$ cat src/logic/mds_pkg.sv
// package of constants and types for the per-axis drive state machine
// assumes one axis per instance, indices in the profile area of the object table
package mds_pkg;

	// ------------------------------------------------------------------
	// object indices (axis 1) and per-axis displacement
	// ------------------------------------------------------------------
	localparam logic [15:0] IDX_ERROR_CODE   = 16'h603F;	// axis_error_code, read only
	localparam logic [15:0] IDX_COMMAND_WORD = 16'h6040;	// drive_command_word, read/write
	localparam logic [15:0] IDX_STATUS_WORD  = 16'h6041;	// status word, read only
	localparam logic [15:0] IDX_PROFILE_BASE = 16'h6000;	// first index of the axis 1 area
	localparam logic [15:0] IDX_PROFILE_SPAN = 16'h07FF;	// last offset inside one axis area
	localparam logic [15:0] IDX_AXIS_STRIDE  = 16'h0800;	// displacement between axes

	// ------------------------------------------------------------------
	// command word bit positions
	// ------------------------------------------------------------------
	localparam int CW_SWITCH_ON   = 0;
	localparam int CW_EN_VOLTAGE  = 1;
	localparam int CW_QUICK_STOP  = 2;
	localparam int CW_EN_OPER     = 3;
	localparam int CW_FAULT_RESET = 7;
	localparam int CW_HALT        = 8;
	localparam logic [15:0] CW_RESET = 16'h0000;	// command word after reset

	// ------------------------------------------------------------------
	// status word bit positions
	// ------------------------------------------------------------------
	localparam int SW_READY      = 0;
	localparam int SW_SWITCHED   = 1;
	localparam int SW_OPER_EN    = 2;
	localparam int SW_FAULT      = 3;
	localparam int SW_VOLTAGE    = 4;
	localparam int SW_QUICK_STOP = 5;
	localparam int SW_SO_DISABLE = 6;

	// ------------------------------------------------------------------
	// alarm codes raised by the state machine itself
	// ------------------------------------------------------------------
	localparam logic [15:0] ALM_BUS_ERROR  = 16'h0081;	// link left operational while running
	localparam logic [15:0] ALM_POWER_OFF  = 16'h0023;	// main power lost while running
	localparam logic [15:0] ERR_NONE       = 16'h0000;	// error code after reset

	// ------------------------------------------------------------------
	// timing
	// ------------------------------------------------------------------
	localparam int CLK_HZ          = 25_000_000;	// system clock rate
	localparam int EXCITE_TIME_MS  = 250;		// excitation settling time
	localparam int EXCITE_CYCLES_D = EXCITE_TIME_MS * (CLK_HZ / 1000);

	// ------------------------------------------------------------------
	// drive states, one-hot
	// ------------------------------------------------------------------
	typedef enum logic [7:0] {
		ST_NOT_READY  = 8'h01,
		ST_SO_DISABLE = 8'h02,
		ST_READY      = 8'h04,
		ST_SWITCHED   = 8'h08,
		ST_OPER_EN    = 8'h10,
		ST_QUICK_STOP = 8'h20,
		ST_FAULT_REAC = 8'h40,
		ST_FAULT      = 8'h80
	} mds_state_t;

	// ------------------------------------------------------------------
	// command decoders, bits 3..0 of the command word
	// ------------------------------------------------------------------
	function automatic logic cw_shutdown(input logic [15:0] cw);
		cw_shutdown = cw[CW_QUICK_STOP] & cw[CW_EN_VOLTAGE] & ~cw[CW_SWITCH_ON];
	endfunction

	function automatic logic cw_switch_on(input logic [15:0] cw);
		cw_switch_on = ~cw[CW_EN_OPER] & cw[CW_QUICK_STOP] & cw[CW_EN_VOLTAGE]
			& cw[CW_SWITCH_ON];
	endfunction

	function automatic logic cw_enable_op(input logic [15:0] cw);
		cw_enable_op = cw[CW_EN_OPER] & cw[CW_QUICK_STOP] & cw[CW_EN_VOLTAGE]
			& cw[CW_SWITCH_ON];
	endfunction

	function automatic logic cw_dis_voltage(input logic [15:0] cw);
		cw_dis_voltage = ~cw[CW_EN_VOLTAGE];
	endfunction

	function automatic logic cw_quick_stop(input logic [15:0] cw);
		cw_quick_stop = ~cw[CW_QUICK_STOP] & cw[CW_EN_VOLTAGE];
	endfunction

endpackage

$ cat src/logic/mds_sync.sv
// two-flop synchroniser for a group of level inputs from pins
// assumes the inputs are slow levels; a pulse shorter than one clock can be lost
module mds_sync
	import mds_pkg::*;
#(
	parameter int WIDTH = 4	// number of levels
)(
	// clock and reset
	input  wire logic             clk,
	input  wire logic             reset,
	// levels
	input  wire logic [WIDTH-1:0] async_in,
	output logic      [WIDTH-1:0] sync_out
);

	logic [WIDTH-1:0] meta_ff;	// first stage, read only by the second

	// ------------------------------------------------------------------
	// two stages
	// ------------------------------------------------------------------
	always_ff @(posedge clk)
	begin
		if (reset)
		begin
			meta_ff  <= '0;
			sync_out <= '0;
		end
		else
		begin
			meta_ff  <= async_in;
			sync_out <= meta_ff;
		end
	end

endmodule

$ cat src/logic/mds_excite_timer.sv
// settling timer started on entry to operation enabled
// assumes run stays high for as long as the drive is in that state
module mds_excite_timer
	import mds_pkg::*;
#(
	parameter int CYCLES = EXCITE_CYCLES_D	// cycles until excitation is complete
)(
	// clock and reset
	input  wire logic clk,
	input  wire logic reset,
	// control
	input  wire logic run,
	output logic      done
);

	localparam int CW = $clog2(CYCLES + 1);
	localparam logic [CW-1:0] LAST = CW'(CYCLES - 1);

	logic [CW-1:0] cnt_ff;	// cycles spent running

	// ------------------------------------------------------------------
	// count while running, restart from zero when run drops
	// ------------------------------------------------------------------
	always_ff @(posedge clk)
	begin
		if (reset || !run)
		begin
			cnt_ff <= '0;
			done   <= 1'b0;
		end
		else if (!done)
		begin
			cnt_ff <= cnt_ff + CW'(1);
			done   <= (cnt_ff == LAST);
		end
	end

endmodule

$ cat src/logic/mds_drive_fsm.sv
// per-axis drive state machine: command word decode, guards, link and power
// loss handling, alarms, excitation and the per-axis object access port
// assumes pins pass through synchronisers here; init_done, motor_stopped,
// alarm_in and alarm_code come from logic on the same clock
//
// Overview of operation
// - later axes sit 800h above the previous
// - eight states, excitation in three of them
// - refuse writes while not ready
// - decode shutdown, switch on, enable operation
// - pattern 1111 in ready goes straight through
// - decode disable voltage and quick stop
// - fault reset only on rising bit 7
// - ready to switched on needs four guards
// - command ready 250 ms after operation enabled
// - reset to not ready, init then disabled
// - quick stop to disabled once stopped
// - alarm: fault reaction, stop, then fault
// - switched on falls back to ready on loss
// - operation enabled to ready on release or on loss at standstill
// - link loss while running raises alarm 81h
// - power loss while running raises alarm 23h
// - quick stop to disabled on release or on loss at standstill
// - command word bit layout
// - read-only error code object per axis
// - status word reports state in bits 6..0
module mds_drive_fsm
	import mds_pkg::*;
#(
	parameter int AXIS_NUM      = 1,		// axis number, 1 to 4
	parameter int EXCITE_CYCLES = EXCITE_CYCLES_D	// excitation settling cycles
)(
	// clock and reset
	input  wire logic        clk,
	input  wire logic        reset,
	// pin levels, asynchronous
	input  wire logic        comm_operational,	// link state machine in operational
	input  wire logic        main_power_on,		// main power present
	input  wire logic        motor_release,		// motor-release input on
	input  wire logic        remote_test_active,	// remote test operation running
	// same-clock status
	input  wire logic        init_done,		// initialisation finished
	input  wire logic        motor_stopped,		// motor at standstill
	input  wire logic        qs_to_disabled,	// quick stop action ends in disabled
	input  wire logic        alarm_in,		// alarm from alarm handling
	input  wire logic [15:0] alarm_code,		// code of that alarm
	// object access
	input  wire logic        obj_wr_en,
	input  wire logic        obj_rd_en,
	input  wire logic [15:0] obj_index,
	input  wire logic [15:0] obj_wdata,
	output logic      [15:0] obj_rdata_ff,
	output logic             obj_rd_hit_ff,
	output logic             obj_wr_ok_ff,
	output logic             obj_wr_refused_ff,
	// drive outputs
	output mds_state_t       state_ff,
	output logic      [15:0] status_word_ff,
	output logic      [15:0] error_code_ff,
	output logic      [15:0] command_word_ff,
	output logic             motor_excite_ff,
	output logic             stop_request_ff,
	output logic             drive_command_ready_output
);

	// ------------------------------------------------------------------
	// per-axis index map
	// ------------------------------------------------------------------
	localparam logic [15:0] AXIS_OFS = 16'((AXIS_NUM - 1) * IDX_AXIS_STRIDE);
	localparam logic [15:0] A_ERR    = IDX_ERROR_CODE + AXIS_OFS;
	localparam logic [15:0] A_CMD    = IDX_COMMAND_WORD + AXIS_OFS;
	localparam logic [15:0] A_STAT   = IDX_STATUS_WORD + AXIS_OFS;
	localparam logic [15:0] A_LO     = IDX_PROFILE_BASE + AXIS_OFS;

	// index lies inside this axis's profile area
	function automatic logic in_axis(input logic [15:0] idx);
		in_axis = (idx >= A_LO) && (idx <= A_LO + IDX_PROFILE_SPAN);
	endfunction

	// ------------------------------------------------------------------
	// synchronised pins
	// ------------------------------------------------------------------
	logic [3:0] pins_s;	// comm, power, release, remote test
	logic       comm_s;
	logic       power_s;
	logic       release_s;
	logic       rtest_s;

	mds_sync #(.WIDTH(4)) u_sync (
		.clk      (clk),
		.reset    (reset),
		.async_in ({remote_test_active, motor_release, main_power_on, comm_operational}),
		.sync_out (pins_s)
	);

	assign comm_s    = pins_s[0];
	assign power_s   = pins_s[1];
	assign release_s = pins_s[2];
	assign rtest_s   = pins_s[3];

	// ------------------------------------------------------------------
	// derived conditions
	// ------------------------------------------------------------------
	mds_state_t  nxt_state;		// next drive state
	logic [15:0] nxt_err;		// next error code
	logic        fr_prev_ff;	// fault reset bit one cycle ago
	logic        fr_edge;		// rising edge of fault reset
	logic        guards_ok;		// all conditions for switching on
	logic        loss;		// link or power gone
	logic        running;		// motor not at standstill
	logic        timer_done;	// excitation settled
	logic        excite_nxt;	// next excitation level

	assign fr_edge   = command_word_ff[CW_FAULT_RESET] & ~fr_prev_ff;
	assign guards_ok = comm_s & power_s & ~release_s & ~rtest_s;
	assign loss      = ~comm_s | ~power_s;
	assign running   = ~motor_stopped;

	// ------------------------------------------------------------------
	// next state; external alarm has top priority, then release in operation enabled and quick stop
	// ------------------------------------------------------------------
	always_comb
	begin
		nxt_state = state_ff;
		nxt_err   = error_code_ff;
		case (state_ff)
			ST_NOT_READY:
				if (init_done)
					nxt_state = ST_SO_DISABLE;
			ST_SO_DISABLE:
				if (alarm_in)
				begin
					nxt_state = ST_FAULT_REAC;
					nxt_err   = alarm_code;
				end
				else if (cw_shutdown(command_word_ff))
					nxt_state = ST_READY;
			ST_READY:
				if (alarm_in)
				begin
					nxt_state = ST_FAULT_REAC;
					nxt_err   = alarm_code;
				end
				else if (cw_dis_voltage(command_word_ff) || cw_quick_stop(command_word_ff))
					nxt_state = ST_SO_DISABLE;
				else if (cw_enable_op(command_word_ff) && guards_ok)
					nxt_state = ST_OPER_EN;
				else if (cw_switch_on(command_word_ff) && guards_ok)
					nxt_state = ST_SWITCHED;
			ST_SWITCHED:
				if (alarm_in)
				begin
					nxt_state = ST_FAULT_REAC;
					nxt_err   = alarm_code;
				end
				else if (cw_dis_voltage(command_word_ff) || cw_quick_stop(command_word_ff))
					nxt_state = ST_SO_DISABLE;
				else if (loss || release_s || cw_shutdown(command_word_ff))
					nxt_state = ST_READY;
				else if (cw_enable_op(command_word_ff))
					nxt_state = ST_OPER_EN;
			ST_OPER_EN:
				if (alarm_in)
				begin
					nxt_state = ST_FAULT_REAC;
					nxt_err   = alarm_code;
				end
				else if (release_s || (loss && !running))
					nxt_state = ST_READY;
				else if (!comm_s)
				begin
					nxt_state = ST_FAULT_REAC;
					nxt_err   = ALM_BUS_ERROR;
				end
				else if (!power_s)
				begin
					nxt_state = ST_FAULT_REAC;
					nxt_err   = ALM_POWER_OFF;
				end
				else if (cw_dis_voltage(command_word_ff))
					nxt_state = ST_SO_DISABLE;
				else if (cw_quick_stop(command_word_ff))
					nxt_state = ST_QUICK_STOP;
				else if (cw_shutdown(command_word_ff))
					nxt_state = ST_READY;
				else if (cw_switch_on(command_word_ff))
					nxt_state = ST_SWITCHED;
			ST_QUICK_STOP:
				if (alarm_in)
				begin
					nxt_state = ST_FAULT_REAC;
					nxt_err   = alarm_code;
				end
				else if (release_s || (loss && !running))
					nxt_state = ST_SO_DISABLE;
				else if (!comm_s)
				begin
					nxt_state = ST_FAULT_REAC;
					nxt_err   = ALM_BUS_ERROR;
				end
				else if (!power_s)
				begin
					nxt_state = ST_FAULT_REAC;
					nxt_err   = ALM_POWER_OFF;
				end
				else if (cw_dis_voltage(command_word_ff))
					nxt_state = ST_SO_DISABLE;
				else if (cw_enable_op(command_word_ff))
					nxt_state = ST_OPER_EN;
				else if (qs_to_disabled && !running)
					nxt_state = ST_SO_DISABLE;
			ST_FAULT_REAC:
				if (!running)
					nxt_state = ST_FAULT;
			ST_FAULT:
				if (fr_edge)
				begin
					nxt_state = ST_SO_DISABLE;
					nxt_err   = ERR_NONE;
				end
			default:
				nxt_state = ST_NOT_READY;
		endcase
	end

	// excitation follows the state the machine is entering
	assign excite_nxt = (nxt_state == ST_OPER_EN) || (nxt_state == ST_QUICK_STOP)
		|| (nxt_state == ST_FAULT_REAC);

	// ------------------------------------------------------------------
	// state, error code and excitation registers
	// ------------------------------------------------------------------
	always_ff @(posedge clk)
	begin
		if (reset)
		begin
			state_ff        <= ST_NOT_READY;
			error_code_ff   <= ERR_NONE;
			motor_excite_ff <= 1'b0;
			stop_request_ff <= 1'b0;
			fr_prev_ff      <= 1'b0;
		end
		else
		begin
			state_ff        <= nxt_state;
			error_code_ff   <= nxt_err;
			motor_excite_ff <= excite_nxt;
			// quick stop and fault reaction ask motion logic to halt
			stop_request_ff <= (nxt_state == ST_QUICK_STOP) || (nxt_state == ST_FAULT_REAC);
			fr_prev_ff      <= command_word_ff[CW_FAULT_RESET];
		end
	end

	// ------------------------------------------------------------------
	// excitation settling; motion commands wait for command ready
	// ------------------------------------------------------------------
	mds_excite_timer #(.CYCLES(EXCITE_CYCLES)) u_timer (
		.clk   (clk),
		.reset (reset),
		.run   (state_ff == ST_OPER_EN),
		.done  (timer_done)
	);

	always_ff @(posedge clk)
	begin
		if (reset)
			drive_command_ready_output <= 1'b0;
		else
			drive_command_ready_output <= timer_done && (nxt_state == ST_OPER_EN);
	end

	// ------------------------------------------------------------------
	// status word: state in bits 6..0, bit 4 shows main power
	// ------------------------------------------------------------------
	always_ff @(posedge clk)
	begin
		if (reset)
			status_word_ff <= 16'h0000;
		else
		begin
			status_word_ff                <= 16'h0000;
			status_word_ff[SW_VOLTAGE]    <= power_s;
			status_word_ff[SW_SO_DISABLE] <= (nxt_state == ST_SO_DISABLE);
			status_word_ff[SW_FAULT]      <= (nxt_state == ST_FAULT)
				|| (nxt_state == ST_FAULT_REAC);
			status_word_ff[SW_QUICK_STOP] <= !(nxt_state inside {ST_NOT_READY,
				ST_QUICK_STOP});
			status_word_ff[SW_READY]      <= nxt_state inside {ST_READY, ST_SWITCHED,
				ST_OPER_EN, ST_QUICK_STOP, ST_FAULT_REAC};
			status_word_ff[SW_SWITCHED]   <= nxt_state inside {ST_SWITCHED, ST_OPER_EN,
				ST_QUICK_STOP, ST_FAULT_REAC};
			status_word_ff[SW_OPER_EN]    <= nxt_state inside {ST_OPER_EN,
				ST_QUICK_STOP, ST_FAULT_REAC};
		end
	end

	// ------------------------------------------------------------------
	// object writes: command word stored whole, bits 10..15 kept as written
	// read-only objects refuse, other indices of this axis are parameters
	// ------------------------------------------------------------------
	always_ff @(posedge clk)
	begin
		if (reset)
		begin
			command_word_ff   <= CW_RESET;
			obj_wr_ok_ff      <= 1'b0;
			obj_wr_refused_ff <= 1'b0;
		end
		else
		begin
			obj_wr_ok_ff      <= 1'b0;
			obj_wr_refused_ff <= 1'b0;
			if (obj_wr_en && in_axis(obj_index))
			begin
				if (state_ff == ST_NOT_READY)
					obj_wr_refused_ff <= 1'b1;
				else if (obj_index == A_ERR || obj_index == A_STAT)
					obj_wr_refused_ff <= 1'b1;
				else
				begin
					obj_wr_ok_ff <= 1'b1;
					if (obj_index == A_CMD)
						command_word_ff <= obj_wdata;
				end
			end
		end
	end

	// ------------------------------------------------------------------
	// object reads, answered the next cycle; misses read as zero
	// ------------------------------------------------------------------
	always_ff @(posedge clk)
	begin
		if (reset)
		begin
			obj_rdata_ff  <= 16'h0000;
			obj_rd_hit_ff <= 1'b0;
		end
		else
		begin
			obj_rd_hit_ff <= obj_rd_en && (obj_index inside {A_ERR, A_CMD, A_STAT});
			if (obj_rd_en && obj_index == A_ERR)
				obj_rdata_ff <= error_code_ff;
			else if (obj_rd_en && obj_index == A_CMD)
				obj_rdata_ff <= command_word_ff;
			else if (obj_rd_en && obj_index == A_STAT)
				obj_rdata_ff <= status_word_ff;
			else
				obj_rdata_ff <= 16'h0000;
		end
	end
endmodule

$ cat config.mk
export PLATFORM = sky130hd
export DESIGN_NAME = mds_drive_fsm
export DESIGN_NICKNAME = d
export VERILOG_FILES = /design/src/logic/mds_pkg.sv /design/src/logic/mds_sync.sv /design/src/logic/mds_excite_timer.sv /design/src/logic/mds_drive_fsm.sv
export SDC_FILE = /design/constraint.sdc
export NUM_CORES = 1
export LEC_CHECK = 0
export BUFFER_PORTS_ARGS = -buffer_cell sky130_fd_sc_hd__buf_2
export CAP_MARGIN = 20
export CORE_MARGIN = 3
export CORE_UTILIZATION = 46
export DETAILED_ROUTE_END_ITERATION = 12
export GPL_TIMING_DRIVEN = 0
export PLACE_DENSITY = 0.76
export SKIP_LAST_GASP = 1
export SYNTH_ARGS = -nofsm -noshare
export SYNTH_HDL_FRONTEND = slang
export SYNTH_SLANG_ARGS = --single-unit
$ cat constraint.sdc
create_clock -name clk -period 2.61 [get_ports clk]
set_input_delay 0.522 -clock clk [delete_from_list [all_inputs] [get_ports clk]]
set_output_delay 0.522 -clock clk [all_outputs]
set_load 0.03 [all_outputs]
==> metrics.cfg <==
[route]
drc = 0
first_pass_iters = 5
route.vias.total = 4213
vias_per_inst = 5.39
postRouteAntennaNets = 0
number_of_design_rule_violations_left_by_the_first_detailed_router_iteration = 317
route.detailed.wl_per_inst_um = 15.8
wl_um = 12300

[global_route]
globalRouteMet1Util_pct = 30.0
grt_pass1_wl_um = 19900
top_usage_layer_grt = met2
pin_count_of_the_biggest_net_entering_global_routing = 21
use_met2_pct = 36.2
globalRouteOverflowTotal = 0
via_count_of_the_first_global_routing_pass = 3950
use_met3_pct = 4.03
track_usage_pct = 22.3
grt_antenna_before_repair = 0

[clock_network]
tritoncts = built
tritoncts_buffers = 9
clkTransAtPathRegs_ns = 0.10
ctsLongestPathBuffers = 2
ctsHtreeMaxLevel = 3
clkLatencyLatePin_ns = 0.37
cts.sinks = 101
post_cts_hold_buffer_count = 0
root_buffer_selected_by_cts = clkbuf_8

[timing]
slew_viol_final = 0
slew-limit-headroom_pct = 61.8
worst_slew_pin_slew_ns = 0.573
min_period_ns = 2.47
finClkSkew_ns = 0.0161
period_share_pct = 94.8
maxClockFrequency_mhz = 404
timing.final.setup_violations = 0
final.hold.worst_slack_ns = 0.368
finalHoldViolCount = 0
setup_tns_ns = 0

[final_layout]
final_layout_size_suffix_gt1_share_pct = 27.9
antenna_cells = 0
syn2layout_area_growth_pct = 24.3
num-fill-cells = 846
final_stage_net_count = 709
fin_util_pct = 59.1
final-instance-count-excl-fill = 782

[floorplan]
row_count = 35
core_area_mm2 = 0.00928
floorplan.die.height_um = 104
top_level_ports = 138
die_area_mm2 = 0.0108
die_x_um = 104
effective_utilization_at_floorplan_pct = 47.5

[synthesis]
ys.warnings.count = 0
synth-seq-area-share_pct = 45.8
synth.cell_area_mm2 = 0.00441
synth_cells = 501
synth-main-ff-cell = dfxtp_1
postSynth.asyncResetShare_pct = 0
synth_cell_type_count = 58
ys_ff_latch = 101
syn_area_per_cell_um2 = 8.81
synth_edf_count = 0

[placed_design]
finalWeightedCongestion = 0.878
dpl.cell_count = 765
post-dp-hpwl_um = 9410
io_buffer_count = 127

[setup_path]
path_cells = buf_2, nor4_1, nand4b_1, or4_4, or4_1, buf_6, buf_12, mux2i_1, nor2_1
critPathCaptureType = flop
worst_path_largest_cell_delay_ns = 0.54
crit_type = in2reg
critical_path_arrival_ns = 2.71
combined_buffer_and_inverter_count_along_the_critical_path = 3
cp_top_family = simple AND/OR/NAND/NOR gates
critical_path_required_ns = 2.85
worst_setup_path_start_kind = primary input
timing.critical_path.slowest_stage_cell = or4_4
worst-path-max-fanout = 10

[power]
power-per-cell-area_mw_per_mm2 = 496
irDropWorstVdd_uv = 354
power_mw = 2.72
leakage_nw = 2.35

[hold_path]
min_path_type = in2reg

[run_status]
status = complete, no violations

[run]
drv_cap = 0

==> synthesized netlist by cell type, drive strengths merged (6+ instances only) <==
cell | number | area share (%)
nand3 | 25 | 2.8
nor3 | 11 | 1.2
a21oi | 25 | 2.8
a222oi | 7 | 1.6
mux2i | 18 | 4.1
xnor2 | 13 | 2.6
buf | 19 | 3.3
nor2 | 81 | 6.9
nor4 | 9 | 1.3
dfxtp | 101 | 46
xor2 | 10 | 2.0
nand2 | 27 | 2.3
o21ai | 7 | 0.79
or3 | 10 | 1.4
nor2b | 17 | 2.4
a31oi | 7 | 0.99
inv | 8 | 0.68
clkbuf | 21 | 1.8
a22oi | 9 | 1.5
or4 | 6 | 1.1
nand4 | 8 | 1.1
==> stage by stage <==
step	instance area (um^2)	setup WS, ns
5_1_grt	5490	-0.0177
4_1_cts	5430	0.00203
6_report	5490	0.137
2_1_floorplan	4440	0.0574
3_5_place_dp	5240	-0.238
3_3_place_gp	5240	-0.182
==> flip-flops by register name (all words and copies together) (netlist names), 4 cells and up <==
name,count
command_word_ff,16
error_code_ff,16
obj_rdata_ff,16
state_ff,8
status_word_ff,7
u_sync.meta_ff,4
u_sync.sync_out,4
u_timer.cnt_ff,23
==> report_power, final <==
part           switching (mW)  internal (mW)
logic                   0.113         0.0733
registers              0.0102           1.55
clock network           0.591          0.379
total                   0.714           2.01
==> layer usage <==
layer / wire [um] / up-vias
met2: 5740 / 220
met3: 1050 / 25
met4: 259 / 0
li1: - / 2048
met5: 0 / -
met1: 5290 / 1920
==> path summary, 6_finish.rpt <==
check	startpoint	end	slack [ns]	cells past startpoint
max reg2reg	state_ff[4]$_SDFF_PP0_	status_word_ff[0]$_SDFF_PP0_	0.15	7
max	obj_index[7]	command_word_ff[13]$_SDFFE_PP0P_	0.14	9
min	main_power_on	u_sync.meta_ff[1]$_SDFF_PP0_	0.37	2
min reg2reg	u_sync.meta_ff[2]$_SDFF_PP0_	u_sync.sync_out[2]$_SDFF_PP0_	0.44	1
==> repair_timing <==
action / CTS / global route
endpoints found under the setup margin: 2 / 32
pin swaps: 1 / 2
cloned: 0 / 0
resized for setup: 0 / 9
endpoints found under the hold margin: 0 / 0
buffers inserted: 0 / 3
==> layout by cell type, fill, tap and decap left out, types with 10 or more instances in the layout <==
master | netlist | final
mux2i_1 | 18 | 18
dfxtp_1 | 101 | 98
xnor2_1 | 13 | 13
nor3_1 | 11 | 10
buf_4 | 12 | 15
nor2b_1 | 17 | 17
nand2_1 | 27 | 27
buf_2 | 3 | 130
a21oi_1 | 25 | 25
clkbuf_1 | 21 | 19
nor2_1 | 80 | 80
xor2_1 | 10 | 10
nand3_1 | 25 | 25
or3_1 | 10 | 10
==> cell type report <==
class / instances / area, um^2 / share of cell area [%]
timing repair buffer: 130 / 658 / 12.0
buffer: 38 / 215 / 3.92
clock buffer: 9 / 124 / 2.26
tap: 129 / 161 / 2.94
sequential: 101 / 2030 / 36.9
multi-input combinational: 360 / 2200 / 40.1
clock inverter: 7 / 73.8 / 1.35
inverter: 8 / 30.0 / 0.547
==> cell families after synthesis <==
group | Yosys count | share of synthesized area [%]
buf+inv | 48 | 5.73
fa+ha+maj | 1 | 0.283
compound gates | 80 | 12.6
simple gates | 229 | 26.8
xor+xnor | 23 | 4.56
other cells | 1 | 0.0850
flops | 101 | 45.8
mux | 18 | 4.08
(Power assumes the default switching activity.)
